===== config.mk =====
export PLATFORM = sky130hd
export DESIGN_NAME = aau_top
export DESIGN_NICKNAME = d
export VERILOG_FILES = /design/src/rtl/aau_pkg.sv /design/src/rtl/aau_top.sv /design/src/rtl/aau_decode.sv
export SDC_FILE = /design/constraint.sdc
export NUM_CORES = 1
export LEC_CHECK = 0
export BUFFER_PORTS_ARGS = -buffer_cell sky130_fd_sc_hd__buf_2
export CORE_ASPECT_RATIO = 2
export CORE_MARGIN = 3
export CORE_UTILIZATION = 45
export DETAILED_ROUTE_END_ITERATION = 7
export PLACE_DENSITY = 0.66
export SYNTH_ARGS = -nofsm -noshare
export SYNTH_HDL_FRONTEND = slang
export SYNTH_HIERARCHICAL = 1
export SYNTH_SLANG_ARGS = --single-unit

===== constraint.sdc =====
create_clock -name aclk -period 13.65 [get_ports aclk]
set_input_delay 0.6825 -clock aclk [delete_from_list [all_inputs] [get_ports aclk]]
set_output_delay 0.6825 -clock aclk [all_outputs]
set_load 0.02 [all_outputs]

===== src/rtl/aau_pkg.sv =====
/*
  Shared constants and types of the accumulator add and shift unit.
  Assumes a 16-bit instruction word with bit 1 as the msb ([15]).
*/
package aau_pkg;
  // ==========================================
  // Register map, byte addresses.
  localparam logic [7:0] REG_INSTR = 8'h00;
  localparam logic [7:0] REG_OPERAND = 8'h04;
  localparam logic [7:0] REG_ACC = 8'h08;
  localparam logic [7:0] REG_LONG = 8'h0c;
  localparam logic [7:0] REG_KEYS = 8'h10;
  localparam logic [7:0] REG_FAR0 = 8'h14;
  localparam logic [7:0] REG_FAR1 = 8'h18;
  localparam logic [7:0] REG_STATUS = 8'h1c;
  localparam logic [7:0] REG_QUEUE = 8'h20;
  // Keys fields and reset value.
  localparam int KEY_CARRY = 15;
  localparam int KEY_LINK = 13;
  localparam int KEY_FAULT_EN = 8;
  localparam int KEY_CC_LT = 7;
  localparam int KEY_CC_EQ = 6;
  localparam logic [15:0] KEYS_RESET = 16'h0000;
  // Status fields.
  localparam int STAT_BUSY = 0;
  localparam int STAT_FAULT = 1;
  localparam int STAT_EXC = 2;
  localparam int STAT_STALE = 3;
  localparam int STAT_UNSUP = 4;
  localparam int STAT_CLASS = 8;
  // Counts, opcode field codes and saturation values.
  localparam logic [2:0] FENCE_COUNT = 3'h5;
  localparam logic [6:0] SHIFT_ZERO_STEPS = 7'h40;
  localparam logic [3:0] OPC_IO = 4'hc;
  localparam logic [3:0] OPC_X_IN_OPC = 4'hd;
  localparam logic [3:0] OPC_ADD = 4'h6;
  localparam logic [4:0] LONG_MARK = 5'h18;
  localparam logic [1:0] EXT_ADD = 2'h0;
  localparam logic [1:0] EXT_ADL = 2'h3;
  localparam logic [15:0] ADD_POS_OVF_LOAD = 16'h7fff;
  localparam logic [15:0] ADD_NEG_OVF_LOAD = 16'h7fff;
  localparam logic [31:0] ADL_POS_OVF_LOAD = 32'h7fffffff;
  localparam logic [31:0] ADL_NEG_OVF_LOAD = 32'h7fffffff;
  // Full-word opcodes, the field-select mask and 10-bit shift prefixes.
  localparam logic [15:0] OPW_INC1 = 16'hc0c0;
  localparam logic [15:0] OPW_INC2 = 16'hc0c4;
  localparam logic [15:0] OPW_ENQ = 16'hc3ce;
  localparam logic [15:0] OPW_ACA = 16'hc28e;
  localparam logic [15:0] OPW_ADD_LINK_TO_LONG = 16'hc200;
  localparam logic [15:0] OPW_ADD_LONG_TO_FIELD_ADDR = 16'h02c1;
  localparam logic [15:0] OPW_FAR_SEL = 16'h0008;
  localparam logic [15:0] OPW_MODE = 16'h000b;
  localparam logic [9:0] OPS_SHL = 10'h10c;
  localparam logic [9:0] OPS_ROL = 10'h10e;

  typedef enum logic [2:0] {
    CLS_GEN_A = 3'h0, CLS_GEN_B = 3'h1, CLS_SHIFT = 3'h2, CLS_SKIP = 3'h3,
    CLS_MR_SHORT = 3'h4, CLS_MR_LONG = 3'h5, CLS_IO = 3'h6
  } aau_class_t;

  typedef enum logic [3:0] {
    OP_NONE = 4'h0, OP_INC1 = 4'h1, OP_INC2 = 4'h2, OP_ENQ = 4'h3, OP_ACA = 4'h4, OP_ADD = 4'h5,
    OP_ADL = 4'h6, OP_ADD_LINK_TO_LONG = 4'h7, OP_ADD_LONG_TO_FIELD_ADDR = 4'h8, OP_SHL = 4'h9, OP_ROL = 4'ha, OP_MODE = 4'hb
  } aau_op_t;

  typedef enum logic [2:0] {S_IDLE = 3'b001, S_EXEC = 3'b010, S_SHIFT = 3'b100} aau_state_t;

  typedef struct packed {
    aau_class_t cls;
    aau_op_t op;
    logic [3:0] mr_opc;
    logic [1:0] long_ext;
    logic [9:0] ext;
    logic index_req;
    logic needs_ap;
    logic far_sel;
    logic [6:0] steps;
  } aau_dec_t;

  // Condition codes {lt, eq} of a signed result.
  function automatic logic [1:0] aau_cc(input logic [31:0] v);
    return {v[31], v == 32'h0};
  endfunction : aau_cc

  // Byte-lane merge of a bus write into a register.
  function automatic logic [31:0] aau_merge(input logic [31:0] old, input logic [31:0] nw,
                                            input logic [3:0] strb);
    logic [31:0] r;
    r = old;
    for (int i = 0; i < 4; i++) if (strb[i]) r[i*8 +: 8] = nw[i*8 +: 8];
    return r;
  endfunction : aau_merge
endpackage : aau_pkg


===== src/rtl/aau_top.sv =====
/*
  Accumulator add and shift unit with an AXI4-Lite register slave.
  Software loads operands, then writes an instruction word to run it.
  Assumes one clock, synchronous active-low reset.
*/
// Notes on behaviour
// RL1: After a store, fetch is stale five instructions; a mode switch ends it.
// RL2: Memory-reference opcode sits in bits 3-6; octal 14 is input/output.
// RL3: Opcode octal 15 uses the index bit as opcode, not indexing.
// RL4: Long memory-reference adds an opcode extension in bits 13-14.
// RL5: Address-pointer instructions carry a generic word plus a 32-bit pointer.
// RL6: Bits 1-2 pick generic A, generic B, shift or skip.
// RL7: Shift field is the negated count; zero means 64 steps.
// RL8: Increment by one; max positive wraps to most negative with exception.
// RL9: Add two; the two top values load most negative or one above.
// RL10: Exception sets carry flag, else cleared; keys bit 8 raises fault.
// RL11: Enqueue at bottom; EQ when full else NE; carry and link kept.
// RL12: Carry flag added to accumulator; max positive with carry overflows.
// RL13: Add memory word into accumulator; link takes carry, codes follow result.
// RL14: Add overflow signals exception and loads the fixed bound values.
// RL15: Long add of a 32-bit operand with 32-bit bounds and exception.
// RL16: Link added into long register; max positive with link overflows.
// RL17: Long register offset added to chosen field address; codes unchanged.
// RL18: Left logical shift brings zeros in; carry gets last bit out.
// RL19: Left rotate moves bit 1 into bit 16; carry gets last bit.
// RL20: The long register is 32 bits wide.
// RL21: Condition codes record whether the signed result is zero or negative.
`timescale 1ns/1ps
module aau_top #(
  parameter int ADDR_W = 8
) (
  input wire logic aclk,
  input wire logic aresetn,
  input wire logic [ADDR_W-1:0] s_axi_awaddr,
  input wire logic s_axi_awvalid,
  output logic s_axi_awready,
  input wire logic [31:0] s_axi_wdata,
  input wire logic [3:0] s_axi_wstrb,
  input wire logic s_axi_wvalid,
  output logic s_axi_wready,
  output logic [1:0] s_axi_bresp,
  output logic s_axi_bvalid,
  input wire logic s_axi_bready,
  input wire logic [ADDR_W-1:0] s_axi_araddr,
  input wire logic s_axi_arvalid,
  output logic s_axi_arready,
  output logic [31:0] s_axi_rdata,
  output logic [1:0] s_axi_rresp,
  output logic s_axi_rvalid,
  input wire logic s_axi_rready,
  output logic int_fault,
  output logic enq_valid,
  output logic [15:0] enq_data,
  output logic [31:0] enq_ap,
  output logic fetch_stale
);
  import aau_pkg::*;
  // Elaboration check: the register map needs at least six address bits.
  if (ADDR_W < 6) begin : g_addr_chk
    $error("ADDR_W too small for the register map.");
  end
  // ==========================================
  // State and architectural registers.
  aau_state_t state_q;
  aau_dec_t dec;
  logic [15:0] instr_q, acc_q;
  logic [31:0] operand_q, long_q, far_q [2];
  logic carry_q, link_q, cc_lt_q, cc_eq_q, fault_en_q, qfull_q;
  logic fault_seen_q, exc_q, unsup_q;
  logic [2:0] fence_q;
  logic [6:0] steps_q;
  logic aw_have_q, w_have_q;
  logic [ADDR_W-1:0] awaddr_q;
  logic [31:0] wdata_q;
  logic [3:0] wstrb_q;
  aau_decode u_dec (.ins(instr_q), .dec(dec));
  // ==========================================
  // Write channel: address and data taken in either order.
  assign s_axi_awready = !aw_have_q && !s_axi_bvalid;
  assign s_axi_wready = !w_have_q && !s_axi_bvalid;
  wire do_wr = aw_have_q && w_have_q && !s_axi_bvalid;
  wire busy = (state_q != S_IDLE);
  wire [7:0] wa = 8'(awaddr_q);
  wire wa_map = (wa <= REG_QUEUE) && (wa[1:0] == 2'h0);
  wire wa_ro = (wa == REG_STATUS) || (wa == REG_QUEUE);
  wire wr_ok = do_wr && wa_map && !(busy && !wa_ro);
  wire [31:0] wmask = aau_merge(32'h0, wdata_q, wstrb_q);
  // Latch the halves of a write until both are present.
  always_ff @(posedge aclk) begin
    if (!aresetn) begin
      aw_have_q <= 1'b0;
      w_have_q <= 1'b0;
      awaddr_q <= '0;
      wdata_q <= 32'h0;
      wstrb_q <= 4'h0;
    end else begin
      if (s_axi_awvalid && s_axi_awready) begin
        aw_have_q <= 1'b1;
        awaddr_q <= s_axi_awaddr;
      end else if (do_wr) aw_have_q <= 1'b0;
      if (s_axi_wvalid && s_axi_wready) begin
        w_have_q <= 1'b1;
        wdata_q <= s_axi_wdata;
        wstrb_q <= s_axi_wstrb;
      end else if (do_wr) w_have_q <= 1'b0;
    end
  end
  // Write response; unmapped writes, and busy writes outside status and queue, answer SLVERR.
  always_ff @(posedge aclk) begin
    if (!aresetn) begin
      s_axi_bvalid <= 1'b0;
      s_axi_bresp <= 2'h0;
    end else if (do_wr) begin
      s_axi_bvalid <= 1'b1;
      s_axi_bresp <= wr_ok ? 2'h0 : 2'h2;
    end else if (s_axi_bready) s_axi_bvalid <= 1'b0;
  end
  // ==========================================
  // Execution datapath for the single EXEC cycle.
  logic [15:0] acc_d;
  logic [31:0] long_d;
  logic link_d, exc, arith, cc16, cc32;
  logic [16:0] s17;
  logic [32:0] s33;
  always_comb begin
    acc_d = acc_q;
    long_d = long_q;
    link_d = link_q;
    exc = 1'b0;
    arith = 1'b1;
    cc16 = 1'b0;
    cc32 = 1'b0;
    s17 = 17'h0;
    s33 = 33'h0;
    case (dec.op)
      OP_INC1: begin
        s17 = {1'b0, acc_q} + 17'h1; // RL8
        acc_d = s17[15:0];
        exc = (acc_q == 16'h7fff);
        {link_d, cc16} = {s17[16], 1'b1};
      end
      OP_INC2: begin
        s17 = {1'b0, acc_q} + 17'h2; // RL9
        exc = (acc_q == 16'h7fff) || (acc_q == 16'h7ffe);
        acc_d = (acc_q == 16'h7fff) ? 16'h8000 : (acc_q == 16'h7ffe) ? 16'h8001 : s17[15:0];
        {link_d, cc16} = {s17[16], 1'b1};
      end
      OP_ACA: begin
        s17 = {1'b0, acc_q} + {16'h0, carry_q}; // RL12
        acc_d = s17[15:0];
        exc = (acc_q == 16'h7fff) && carry_q;
        {link_d, cc16} = {s17[16], 1'b1};
      end
      OP_ADD: begin
        s17 = {acc_q[15], acc_q} + {operand_q[15], operand_q[15:0]}; // RL13
        link_d = 1'(({1'b0, acc_q} + {1'b0, operand_q[15:0]}) >> 16);
        exc = (s17[16] != s17[15]);
        acc_d = !exc ? s17[15:0] : !s17[16] ? ADD_POS_OVF_LOAD : ADD_NEG_OVF_LOAD; // RL14
        cc16 = 1'b1;
      end
      OP_ADL: begin
        s33 = {long_q[31], long_q} + {operand_q[31], operand_q}; // RL15
        link_d = 1'(({1'b0, long_q} + {1'b0, operand_q}) >> 32);
        exc = (s33[32] != s33[31]);
        long_d = !exc ? s33[31:0] : !s33[32] ? ADL_POS_OVF_LOAD : ADL_NEG_OVF_LOAD;
        cc32 = 1'b1;
      end
      OP_ADD_LINK_TO_LONG: begin
        s33 = {1'b0, long_q} + {32'h0, link_q}; // RL16
        long_d = s33[31:0];
        exc = (long_q == 32'h7fffffff) && link_q;
        {link_d, cc32} = {s33[32], 1'b1};
      end
      default: arith = 1'b0;
    endcase
  end
  wire ex = (state_q == S_EXEC);
  wire step = (state_q == S_SHIFT);
  wire enq_go = ex && (dec.op == OP_ENQ) && !qfull_q;
  // Sequencer: a write to the instruction register starts one instruction.
  always_ff @(posedge aclk) begin
    if (!aresetn) begin
      state_q <= S_IDLE;
      steps_q <= 7'h0;
    end else begin
      case (state_q)
        S_IDLE: if (wr_ok && wa == REG_INSTR) state_q <= S_EXEC;
        S_EXEC: begin
          steps_q <= dec.steps; // RL7
          state_q <= (dec.op == OP_SHL || dec.op == OP_ROL) ? S_SHIFT : S_IDLE;
        end
        S_SHIFT: begin
          steps_q <= steps_q - 7'h1;
          if (steps_q == 7'h1) state_q <= S_IDLE;
        end
        default: state_q <= S_IDLE;
      endcase
    end
  end
  // Instruction word and operand or address pointer.
  always_ff @(posedge aclk) begin
    if (!aresetn) begin
      instr_q <= 16'h0;
      operand_q <= 32'h0;
    end else if (wr_ok) begin
      if (wa == REG_INSTR) instr_q <= 16'(aau_merge({16'h0, instr_q}, wdata_q, wstrb_q));
      if (wa == REG_OPERAND) operand_q <= aau_merge(operand_q, wdata_q, wstrb_q); // RL5
    end
  end
  // Accumulator: bus loads, arithmetic results and shift steps.
  always_ff @(posedge aclk) begin
    if (!aresetn) acc_q <= 16'h0;
    else if (ex && arith) acc_q <= acc_d;
    else if (step && dec.op == OP_SHL) acc_q <= {acc_q[14:0], 1'b0}; // RL18
    else if (step) acc_q <= {acc_q[14:0], acc_q[15]}; // RL19
    else if (wr_ok && wa == REG_ACC) acc_q <= 16'(aau_merge({16'h0, acc_q}, wdata_q, wstrb_q));
  end
  // Long register and field address registers.
  always_ff @(posedge aclk) begin
    if (!aresetn) begin
      long_q <= 32'h0; // RL20
      far_q[0] <= 32'h0;
      far_q[1] <= 32'h0;
    end else if (ex) begin
      long_q <= long_d;
      if (dec.op == OP_ADD_LONG_TO_FIELD_ADDR) far_q[dec.far_sel] <= far_q[dec.far_sel] + long_q; // RL17
    end else if (wr_ok) begin
      if (wa == REG_LONG) long_q <= aau_merge(long_q, wdata_q, wstrb_q);
      if (wa == REG_FAR0) far_q[0] <= aau_merge(far_q[0], wdata_q, wstrb_q);
      if (wa == REG_FAR1) far_q[1] <= aau_merge(far_q[1], wdata_q, wstrb_q);
    end
  end
  // Keys: carry, link, condition codes and the fault enable.
  always_ff @(posedge aclk) begin
    if (!aresetn) begin
      {carry_q, link_q, fault_en_q} <= {KEYS_RESET[KEY_CARRY], KEYS_RESET[KEY_LINK], KEYS_RESET[KEY_FAULT_EN]};
      {cc_lt_q, cc_eq_q} <= {KEYS_RESET[KEY_CC_LT], KEYS_RESET[KEY_CC_EQ]};
    end else if (ex && arith) begin
      carry_q <= exc; // RL10
      link_q <= link_d;
      if (cc16) {cc_lt_q, cc_eq_q} <= aau_cc({{16{acc_d[15]}}, acc_d}); // RL21
      if (cc32) {cc_lt_q, cc_eq_q} <= aau_cc(long_d); // RL21
    end else if (ex && dec.op == OP_ENQ) begin
      {cc_lt_q, cc_eq_q} <= {1'b0, qfull_q}; // RL11
    end else if (step) begin
      carry_q <= acc_q[15]; // RL18 RL19
    end else if (wr_ok && wa == REG_KEYS) begin
      if (wstrb_q[1]) {carry_q, link_q, fault_en_q} <= {wdata_q[KEY_CARRY], wdata_q[KEY_LINK], wdata_q[KEY_FAULT_EN]};
      if (wstrb_q[0]) {cc_lt_q, cc_eq_q} <= {wdata_q[KEY_CC_LT], wdata_q[KEY_CC_EQ]};
    end
  end
  // Fault pulse, sticky fault flag (a new fault beats a clear) and status.
  always_ff @(posedge aclk) begin
    if (!aresetn) begin
      int_fault <= 1'b0;
      fault_seen_q <= 1'b0;
      exc_q <= 1'b0;
      unsup_q <= 1'b0;
      qfull_q <= 1'b0;
    end else begin
      int_fault <= ex && exc && fault_en_q; // RL10
      if (ex && exc && fault_en_q) fault_seen_q <= 1'b1;
      else if (wr_ok && wa == REG_STATUS && wmask[STAT_FAULT]) fault_seen_q <= 1'b0;
      if (ex) exc_q <= exc;
      if (ex) unsup_q <= (dec.op == OP_NONE);
      if (wr_ok && wa == REG_QUEUE && wstrb_q[0]) qfull_q <= wdata_q[0];
    end
  end
  // Queue insertion port and the fetch fence that follows a store.
  always_ff @(posedge aclk) begin
    if (!aresetn) begin
      enq_valid <= 1'b0;
      enq_data <= 16'h0;
      enq_ap <= 32'h0;
      fence_q <= 3'h0;
    end else begin
      enq_valid <= enq_go; // RL11
      if (enq_go) {enq_data, enq_ap} <= {acc_q, operand_q};
      if (enq_go) fence_q <= FENCE_COUNT; // RL1
      else if (ex && dec.op == OP_MODE) fence_q <= 3'h0; // RL1
      else if (ex && fence_q != 3'h0) fence_q <= fence_q - 3'h1;
    end
  end
  assign fetch_stale = (fence_q != 3'h0);
  // ==========================================
  // Read channel with registered data.
  assign s_axi_arready = !s_axi_rvalid;
  always_ff @(posedge aclk) begin
    if (!aresetn) begin
      s_axi_rvalid <= 1'b0;
      s_axi_rdata <= 32'h0;
      s_axi_rresp <= 2'h0;
    end else if (s_axi_arvalid && s_axi_arready) begin
      s_axi_rvalid <= 1'b1;
      s_axi_rresp <= 2'h0;
      s_axi_rdata <= 32'h0;
      case (8'(s_axi_araddr))
        REG_INSTR: s_axi_rdata <= {16'h0, instr_q};
        REG_OPERAND: s_axi_rdata <= operand_q;
        REG_ACC: s_axi_rdata <= {16'h0, acc_q};
        REG_LONG: s_axi_rdata <= long_q;
        REG_KEYS: begin
          s_axi_rdata[KEY_CARRY] <= carry_q;
          s_axi_rdata[KEY_LINK] <= link_q;
          s_axi_rdata[KEY_FAULT_EN] <= fault_en_q;
          s_axi_rdata[KEY_CC_LT] <= cc_lt_q;
          s_axi_rdata[KEY_CC_EQ] <= cc_eq_q;
        end
        REG_FAR0: s_axi_rdata <= far_q[0];
        REG_FAR1: s_axi_rdata <= far_q[1];
        REG_STATUS: begin
          s_axi_rdata[STAT_BUSY] <= busy;
          s_axi_rdata[STAT_FAULT] <= fault_seen_q;
          s_axi_rdata[STAT_EXC] <= exc_q;
          s_axi_rdata[STAT_STALE] <= fetch_stale;
          s_axi_rdata[STAT_UNSUP] <= unsup_q;
          s_axi_rdata[STAT_CLASS +: 3] <= dec.cls;
        end
        REG_QUEUE: s_axi_rdata <= {31'h0, qfull_q};
        default: s_axi_rresp <= 2'h2;
      endcase
    end else if (s_axi_rready) s_axi_rvalid <= 1'b0;
  end
endmodule : aau_top


===== src/rtl/aau_decode.sv =====
/*
  Instruction classifier of the accumulator add and shift unit.
  Purely combinational; the caller registers the instruction word.
*/
`timescale 1ns/1ps
module aau_decode (
  input wire logic [15:0] ins,
  output aau_pkg::aau_dec_t dec
);
  import aau_pkg::*;

  // ==========================================
  // Classification and operation decode.
  always_comb begin
    logic [5:0] n;
    n = ins[5:0];
    dec = '0;
    dec.mr_opc = ins[13:10]; // RL2
    dec.ext = ins[9:0];
    dec.long_ext = ins[3:2];
    dec.far_sel = ins[3];
    dec.steps = (n == 6'h0) ? SHIFT_ZERO_STEPS : {1'b0, 6'(-n)}; // RL7
    dec.op = OP_NONE;
    if (ins[13:10] == 4'h0) begin
      case (ins[15:14]) // RL6
        2'b11: dec.cls = CLS_GEN_A;
        2'b00: dec.cls = CLS_GEN_B;
        2'b01: dec.cls = CLS_SHIFT;
        default: dec.cls = CLS_SKIP;
      endcase
      if (ins == OPW_INC1) dec.op = OP_INC1;
      else if (ins == OPW_INC2) dec.op = OP_INC2;
      else if (ins == OPW_ACA) dec.op = OP_ACA;
      else if (ins == OPW_ADD_LINK_TO_LONG) dec.op = OP_ADD_LINK_TO_LONG;
      else if (ins == OPW_MODE) dec.op = OP_MODE;
      else if ((ins & ~OPW_FAR_SEL) == OPW_ADD_LONG_TO_FIELD_ADDR) dec.op = OP_ADD_LONG_TO_FIELD_ADDR; // RL17
      else if (ins[15:6] == OPS_SHL) dec.op = OP_SHL;
      else if (ins[15:6] == OPS_ROL) dec.op = OP_ROL;
      else if (ins == OPW_ENQ) begin
        dec.op = OP_ENQ;
        dec.needs_ap = 1'b1; // RL5
      end
    end else if (ins[13:10] == OPC_IO) begin
      dec.cls = CLS_IO; // RL2
    end else begin
      dec.cls = (ins[9:5] == LONG_MARK) ? CLS_MR_LONG : CLS_MR_SHORT;
      dec.index_req = ins[14] && (ins[13:10] != OPC_X_IN_OPC); // RL3
      if (ins[13:10] == OPC_ADD) begin
        if (ins[9:5] != LONG_MARK || ins[3:2] == EXT_ADD) dec.op = OP_ADD;
        else if (ins[3:2] == EXT_ADL) dec.op = OP_ADL; // RL4
      end
    end
  end
endmodule : aau_decode


### Word level (Yosys, flattened, before mapping)

Memories as Yosys holds them, arrays and structs flattened. A register that Yosys moved wholly into a read port is not among the register bits.
Cells that the tools add are included.

| word-level totals | value |
|---|---|
| output and inout bits | 92 |
| memory bits (writable) | 64 |
| latch bits | 0 |
| logic and storage cells | 370 |
| bits in read-only memories | 0 |
| memories kept | 1 |
| register bits | 252 |
| input port bits | 59 |

| operators by class | value |
|---|---|
| shifts and indexed selects | 0 |
| order comparisons | 1 |
| reductions and logical operators | 95 |
| multipliers | 0 |
| equality and inequality tests | 60 |
| $add $sub $neg | 12 |
| div/mod/pow operators | 0 |
| multiplexer cells | 156 |
| bitwise operators | 6 |

Memories:

| name | words | width | read ports | clocked after Yosys merged registers in | wr ports | line | text |
|---|---|---|---|---|---|---|---|
| far_q | 2 | 32 | 3 | 1 | 2 | aau_top.sv:67 | `logic [31:0] operand_q, long_q, far_q [2];` |

Operators by type and width:

| cell | count |
|---|---|
| $mux 8 | 44 |
| $mux 32 | 7 |
| $pmux 16 s4 | 2 |
| $mux 16 | 7 |
| $eq 16x16->1 const B | 5 |
| $add 32x32->33 | 2 |
| $eq 8x5->1 const B | 8 |
| $logic_not 32->1 | 2 |
| $pmux 32 s2 | 1 |
| $mux 1 | 56 |
| $mux 4 | 10 |
| $pmux 5 s8 | 1 |
| $add 16x16->17 | 2 |
| $add 32x1->33 | 1 |
| $reduce_and 3->1 | 11 |
| $add 32x32->32 | 1 |
| $eq 16x15->1 const B | 2 |
| $eq 32x31->1 const B | 1 |
| $eq 8x4->1 const B | 4 |
| $reduce_or 32->1 | 1 |
| $logic_and 1x1->1 | 28 |
| $pmux 2 s7 | 2 |
| $reduce_bool 2->1 | 14 |
| $mux 3 | 9 |
| 57 further kinds | 109 |

### Depth between registers and ports, before layout

Gate-level depths: netlist of run 1.

| logic depth | value |
|---|---|
| word-level depth | 18 |
| mapped depth | 25 |
| depth with buffers taken out | 24 |

### By module

The synthesis of run 1 kept the hierarchy.

By module, submodules not included:

| module | times used | seq. area each (um^2) | area each (um^2) | cells an instance |
|---|---|---|---|---|
| aau_top | 1 | 6926.6 | 20303.2 | 2557 |
| aau_decode | 1 | 0.0 | 675.6 | 102 |

### Worst setup path after synthesis of run 1

OpenSTA, ideal clock, no wires.

| timing path | value |
|---|---|
| path type | flip-flop to flip-flop |
| from | reg acc_q[0] |
| to | reg cc_eq_q |
| library setup time | 0.060 ns |
| required time | 13.590 ns |
| clock period less this slack | 4.889 ns |
| setup slack | 8.761 ns |
| buffers on the path | 0 |
| cell stages (with the launch flop) | 24 |
| arrival | 4.829 ns |
| path through | dfxtp_1 ha_1 fa_1 a21o_1 a21oi_1 o21a_1 o211ai_1 and3_1 o21ai_0 nand2b_1 a211o_1 mux2i_1 ha_1 a21o_1 a2111oi_0 nand2_1 o21ai_0 o221ai_1 a21oi_1 nand4_1 nor4_1 nand4_1 o31ai_1 nand2b_1 |

| on the way | value |
|---|---|
| cells in the longest elaborated chain, start to end | 8 |
| elaborated cells between the ends (all ways) | 15 |
| classes of those cells | add/sub: 4; eq/ne: 3; mux: 7; reduce/logical: 1 |

RTL lines:

| element | line | text |
|---|---|---|
| start: declaration | aau_top.sv:66 | `logic [15:0] instr_q, acc_q;` |
| start signal: assignment | aau_top.sv:214 | `else if (step && dec.op == OP_SHL) acc_q <= {acc_q[14:0], 1'b0};` |
| start signal: assignment | aau_top.sv:215 | `else if (step) acc_q <= {acc_q[14:0], acc_q[15]};` |
| start signal: assignment | aau_top.sv:216 | `else if (wr_ok && wa == REG_ACC) acc_q <= 16'(aau_merge({16'h0, acc_q}, wdata_q, wstrb_q));` |
| $add 16x16->17 (tied with other cells) | aau_top.sv:155 | `s17 = {acc_q[15], acc_q} + {operand_q[15], operand_q[15:0]};` |
| $ne 1x1->1 / $mux 16 (equally long branches) | aau_top.sv:157, aau_top.sv:145 |  |
| $mux 16, on equally long branches | aau_top.sv:158, aau_top.sv:145 |  |
| $pmux 16 s4 * | aau_top.sv:135 | `case (dec.op)` |
| $logic_not 32->1 * | aau_pkg.sv:82 | `return {v[31], v == 32'h0};` |
| $mux 1 * | aau_top.sv:241 | `if (cc16) {cc_lt_q, cc_eq_q} <= aau_cc({{16{acc_d[15]}}, acc_d});` |
| $mux 1 * | aau_top.sv:242 | `if (cc32) {cc_lt_q, cc_eq_q} <= aau_cc(long_d);` |
| $mux 1 * | aau_top.sv:238 | `end else if (ex && arith) begin` |
| end signal: assignment | aau_top.sv:241 |  |
| end signal: assignment | aau_top.sv:242 |  |
| end signal: assignment | aau_top.sv:244 | `{cc_lt_q, cc_eq_q} <= {1'b0, qfull_q};` |
| end: declaration | aau_top.sv:68 | `logic carry_q, link_q, cc_lt_q, cc_eq_q, fault_en_q, qfull_q;` |

Every way passes the cells marked *; elsewhere a longest branch is shown, timed or not. The select of a mux whose other input is x is not followed.
A chain may end at the register's enable or synchronous reset.

### Worst setup path after layout of run 1

| timing path | value |
|---|---|
| from | reg acc_q[2] |
| to | reg cc_eq_q |

The elaborated chain is that of the path after synthesis.

==> impl_metrics.csv, run 1 <==
group,metric,value,unit
run_status,outcome,"finished, violations left",
run_status,violations,"design-rule violations",
clock_tree,post_cts_buffers,0,
clock_tree,htreeDepth,1,
global_routing,grt_overflow_total,0,
global_routing,grt_pass1_wl,135000,µm
floorplan,io_pins,151,
global_routing,grtUsageTotal,37.08,%
yosys,synth_warnings,6,
clock_tree,cts_sinks,314,
timing,tns,0,ns
pwr,finalPower,2.017,mW
floorplan,initial_core_util,45.87,%
floorplan,fp.dieArea,49070,µm²
setup_path,r2r_slack,7.80,ns
timing,tightest_slew,1.192,ns
pwr,combPwrFrac,5.2,%
timing,rsz0062_at_grt,"no",
timing,slew_headroom,19.70,%
setup_path,crit_fanout,14,
setup_path,slowest_delay,0.70,ns
clock_tree,cts_tree,"yes",
detailed_routing,wl_met1,28690,µm
pwr,switchingPower,0.5159,mW
detailed_routing,routed_wl,93650,µm
detailed_routing,wl_met2,46570,µm
detailed_routing,via_count,21910,
setup_path,worstSetupStartpointType,"flop",
placement,gp_congestion,1.053,
final_layout,n_antenna_cell,0,
run,max-cap-violations,0,
setup_path,worstPathRequired,14.20,ns
yosys,syn_inst,2639,
timing,finalHoldViolCount,0,
clock_tree,clockBufferDepth,3,
final_layout,drive_gt1_share,12.50,%
final_layout,final_nets,2865,
clock_tree,hold_buffers,0,
final_layout,area_growth,11.14,%
timing,worst_slack,7.795,ns
clock_tree,insertion_delay,0.62,ns
clock_tree,cts_root_buffer,"clkbuf_16",
pwr,intPower,1.501,mW
yosys,synth_area,20830,µm²
pwr,p_leak,9.133,nW
clock_tree,clk_pin_slew,0.07,ns
detailed_routing,post_drt_wl_per_cell,28.48,µm
global_routing,grt_antenna_before_repair,0,
detailed_routing,ant_nets,0,
setup_path,crit_type,"flop to flop",
timing,finalSetupViolations,0,
detailed_routing,dr.pass1.iters,8,
pwr,p_sw_share,25.57,%
pwr,seqPwrFrac,49.5,%
pwr,clockPowerShare,45.4,%
pwr,vdd_drop_max,0.1144,mV
final_layout,final_area,23160,µm²
detailed_routing,drt_iter0_drc,1923,
min_path,hold_path_class,"input port to flop",
placement,portBuffers,148,
floorplan,core.rowCount,110,
timing,min_period,5.855,ns
detailed_routing,wl_met3,5927,µm
placement,hpwl,70320,µm
global_routing,grt_pass1_vias,21560,
timing,fin_skew,0.01771,ns
floorplan,core-area,45420,µm²
detailed_routing,route.detailed.drc,6,
floorplan,fp.dieH,310.3,µm
setup_path,worstPathArrival,6.40,ns
clock_tree,numCtsBuffers,31,
final_layout,final_util,50.98,%
pwr,power.density,87.11,nW/µm²
global_routing,grt_max_degree,93,
floorplan,die_w,158.2,µm
yosys,avgSynthCellArea,7.895,µm²
placement,place_area,22100,µm²
timing,fmax,170.8,MHz
timing,slew_viol_final,0,
timing,timing.final.crit_share,42.89,%
detailed_routing,vias_per_cell,6.662,
clock_tree,cts-resized-gates,0,
placement,dp_slack,7.974,ns
setup_path,critPathCaptureType,"flop",
detailed_routing,top_layer_used,"met4",
setup_path,cpMaxStageDelayCell,"dfxtp_1",
[layer usage]
metal | global-route usage [%] | vias to the layer above
met1 | 34.58 | 10310
met4 | 38.27 | 0
met2 | 65.84 | 1179
li1 | - | 9894
met3 | 4.983 | 520
met5 | 0 | -
[metrics by stage]
stage	cells	hold WS (ns)
final	3288	0.2499
after global routing	3288	0.2417
after CTS	3288	0.2262
after detailed placement	3230	0.4445
after global placement	3230	0.4383
after floorplan	2640	0.4316
[power by group through the flow]
stage	sequential (mW)	clock [mW]	combinational, mW
3_3_place_gp	1.02	0	0.100
2_1_floorplan	0.998	0	0.0676
6_report	0.998	0.915	0.104
5_1_grt	0.998	0.954	0.113
3_5_place_dp	1.02	0	0.103
4_1_cts	0.996	0.928	0.103
[state kept, by name (all words and copies together), names as in the netlist, 3 cells and up]
name and count:
far_q 64, enq_ap 32, long_q 32, operand_q 32, s_axi_rdata 32, wdata_q 32
acc_q 16, enq_data 16, instr_q 16, awaddr_q 8, steps_q 7, wstrb_q 4
fence_q 3, state_q 3
[worst max-delay path: cells and delay by family, from the launching register on]
family,cells,cell delay [ns]
AO/OA/AOI/OAI,12,2.82
XOR/XNOR,1,0.15
adder cells (fa/ha/maj),2,0.74
buffers and inverters,1,0.19
flip-flops,1,0.70
AND/OR/NAND/NOR,9,1.18
[area by class of cell]
class	instances	area (µm²)
clock buffers	45	909.6
repair buffers	214	1236
multi-input cells	2089	13030
clock inverters	13	148.9
well taps	560	700.7
inverters	53	203.9
flip-flops and latches	314	6928
fillers	4529	22260
[path summary, 6_finish.rpt]
check / start / endpoint / cells past startpoint
min: s_axi_rready / s_axi_rvalid$_SDFFE_PN0P_ / 2
max reg2reg: acc_q[2]$_SDFFE_PN0P_ / cc_eq_q$_SDFFE_PN0P_ / 25
min reg2reg: enq_ap[24]$_SDFFE_PN0P_ / enq_ap[24]$_SDFFE_PN0P_ / 2
max: acc_q[2]$_SDFFE_PN0P_ / cc_eq_q$_SDFFE_PN0P_ / 25
[cells in the final DEF, fill, tap and decap left out, drive strengths merged, types with 36 or more instances in the layout]
master and n:
nand3 93, inv 57, nand4 36, dfxtp 250, mux2 40, a21o 42, a22oi 56, o21ai 135
ha 100, edfxtp 64, a21oi 334, and3 36, nor2 193, buf 214, xnor2 49, nor3 44
clkbuf 45, a22o 55, nand2 392, mux2i 39
(Power assumes the default switching activity.)
==> run 2, diff against run 1 <==
==> constraint.sdc (replaced) <==
create_clock -name aclk -period 5.72 [get_ports aclk]
set_input_delay 0.286 -clock aclk [delete_from_list [all_inputs] [get_ports aclk]]
set_output_delay 0.286 -clock aclk [all_outputs]
set_load 0.02 [all_outputs]
==> impl_metrics.csv, run 2 (same netlist as run 1, synthesis figures left out) <==
group,metric,value,unit
run_status,outcome,"finished, violations left",
run_status,violations,"design-rule violations",
timing,tightest_slew,1.152,ns
global_routing,grt_pass1_wl,147100,µm
setup_path,cpMaxStageDelayCell,"or4b_1",
clock_tree,clk_pin_slew,0.07,ns
setup_path,slowest_delay,0.59,ns
final_layout,largest_register,"far_q",
clock_tree,numCtsBuffers,31,
global_routing,grt_pass1_vias,23230,
setup_path,worstSetupStartpointType,"flop",
pwr,finalPower,4.816,mW
min_path,hold_end,"state_q[0]$_SDFFE_PN1P_",
global_routing,grtUsageTotal,40.50,%
timing,rsz0062_at_grt,"no",
detailed_routing,route.detailed.drc,5,
final_layout,final_common_cell,"nand2_1",
setup_path,worstPathCellList,"ha_1 -> fa_2 -> a211oi_4 -> o211ai_1 -> a211o_1 -> nand3_1 -> o21ai_0 -> a21oi_1 -> a21oi_1 -> a21o_1 -> a21o_1 -> xor2_1 -> ha_1 -> buf_4 -> nand2_1 -> o311ai_1 -> a211o_1 -> or4b_1 -> nor4_1 -> nand4_1 -> nand2b_1",
final_layout,final_util,53.91,%
setup_path,ff2ff_path_depth,21,
placement,hpwl,76480,µm
placement,portBuffers,148,
setup_path,worstPathArrival,6.09,ns
clock_tree,post_cts_buffers,0,
final_layout,final_cell_mix,"392 x nand2_1, 331 x a21oi_1, 248 x dfxtp_1, 188 x nor2_1, 175 x buf_4",
setup_path,worstPathRequired,6.31,ns
setup_path,r2r_start,"operand_q[0]$_SDFFE_PN0P_",
detailed_routing,ant_nets,0,
clock_tree,cts_sinks,314,
detailed_routing,routed_wl,100500,µm
run,max-cap-violations,0,
floorplan,fp.dieH,310.3,µm
min_path,holdPathStages,2,
clock_tree,cts_tree,"yes",
global_routing,use_met1,35.83,%
clock_tree,cts_root_buffer,"clkbuf_16",
timing,finalSetupViolations,0,
final_layout,final_area,24490,µm²
final_layout,largest_reg_flops,64,
detailed_routing,via_count,23030,
setup_path,r2r_slack,0.22,ns
pwr,power.density,196.7,nW/µm²
global_routing,grt-busiest-layer,"met2",
clock_tree,insertion_delay,0.65,ns
clock_tree,htreeDepth,1,
min_path,min_from,"aresetn",
global_routing,grt_antenna_before_repair,1,
placement,dp_slack,0.2013,ns
floorplan,io_pins,151,
floorplan,die_w,158.2,µm
min_path,hold_path_class,"input port to flop",
timing,timing.final.crit_share,96.20,%
final_layout,area_growth,17.52,%
timing,tns,0,ns
final_layout,fin_cells,3447,
detailed_routing,dr.pass1.iters,8,
timing,min_period,5.502,ns
pwr,p_leak,9.876,nW
timing,slew_viol_final,0,
timing,whs,0.1393,ns
detailed_routing,vias_per_cell,6.680,
floorplan,fp.dieArea,49070,µm²
timing,fmax,181.7,MHz
placement,gp_congestion,1.048,
global_routing,grt_max_degree,92,
global_routing,use_met2,69.96,%
timing,finalHoldViolCount,0,
timing,worst_slack,0.2176,ns
setup_path,critPathCaptureType,"flop",
placement,placed_cells,3340,
timing,fin_skew,0.009894,ns
final_layout,final_nets,3022,
detailed_routing,drt_iter0_drc,2107,
floorplan,core.rowCount,110,
floorplan,core-area,45420,µm²
final_layout,drive_gt1_share,16.05,%
setup_path,crit_fanout,25,
detailed_routing,post_drt_wl_per_cell,29.16,µm
setup_path,crit_type,"flop to flop",
global_routing,grt_use_met3,8.559,%
setup_path,regToRegEndpoint,"cc_eq_q$_SDFFE_PN0P_",
global_routing,grt_overflow_total,0,
clock_tree,clockBufferDepth,3,
floorplan,initial_core_util,45.87,%
timing,slew_headroom,20.97,%
pwr,vdd_drop_max,0.2855,mV
final_layout,nFillCells,4372,
placement,place_area,22930,µm²
==> run 2: repair_timing <==
action | 4_1_cts | 5_1_grt
setup endpoints to repair | 0 | 1
resized for setup | 0 | 13
hold buffers | 47 | 0
endpoints found under the hold margin | 46 | 0
==> run 2: worst max-delay path by stage <==
stage,start,to,slack (ns)
final,operand_q[0]$_SDFFE_PN0P_,cc_eq_q$_SDFFE_PN0P_,0.22
after global routing,operand_q[0]$_SDFFE_PN0P_,cc_eq_q$_SDFFE_PN0P_,0.008
after CTS,operand_q[1]$_SDFFE_PN0P_,cc_eq_q$_SDFFE_PN0P_,0.11
after detailed placement,operand_q[1]$_SDFFE_PN0P_,cc_eq_q$_SDFFE_PN0P_,0.20
after global placement,operand_q[0]$_SDFFE_PN0P_,cc_eq_q$_SDFFE_PN0P_,0.25
after floorplan,acc_q[0]$_SDFFE_PN0P_,cc_eq_q$_SDFFE_PN0P_,0.83
==> run 2: report_power, final <==
group | switching, mW | total (mW) | internal, mW | leakage (nW)
Clock | 1.01 | 2.15 | 1.14 | 0.491
Sequential | 0.0803 | 2.38 | 2.30 | 2.68
Combinational | 0.181 | 0.287 | 0.107 | 6.70
==> run 2: cell type report <==
| type | instances | area [µm²] | share of cell area, % |
|---|---|---|---|
| diodes | 2 | 5.005 | 0.02044 |
| clock buffers | 38 | 832.0 | 3.398 |
| clock inverters | 20 | 193.9 | 0.7920 |
| inverters | 53 | 203.9 | 0.8329 |
| multi-input cells | 2089 | 13080 | 53.40 |
| flip-flops and latches | 314 | 6929 | 28.30 |
| well taps | 560 | 700.7 | 2.862 |
| repair buffers | 371 | 2545 | 10.39 |
==> run 2: critical path: cells and delay by family, from the launching register on <==
kind                     cells  cell delay [ns]
AO/OA/AOI/OAI               10             2.03
XOR/XNOR                     1             0.14
adder cells (fa/ha/maj)      3             1.00
buffers and inverters        1             0.24
flip-flops                   1             0.33
AND/OR/NAND/NOR              6             1.65
==> run 2: per-layer routing <==
layer	share of wire, %	wire length (µm)
met1	29	29600
met2	49	48930
met3	6.9	6889
met4	15	15100
met5	0	0
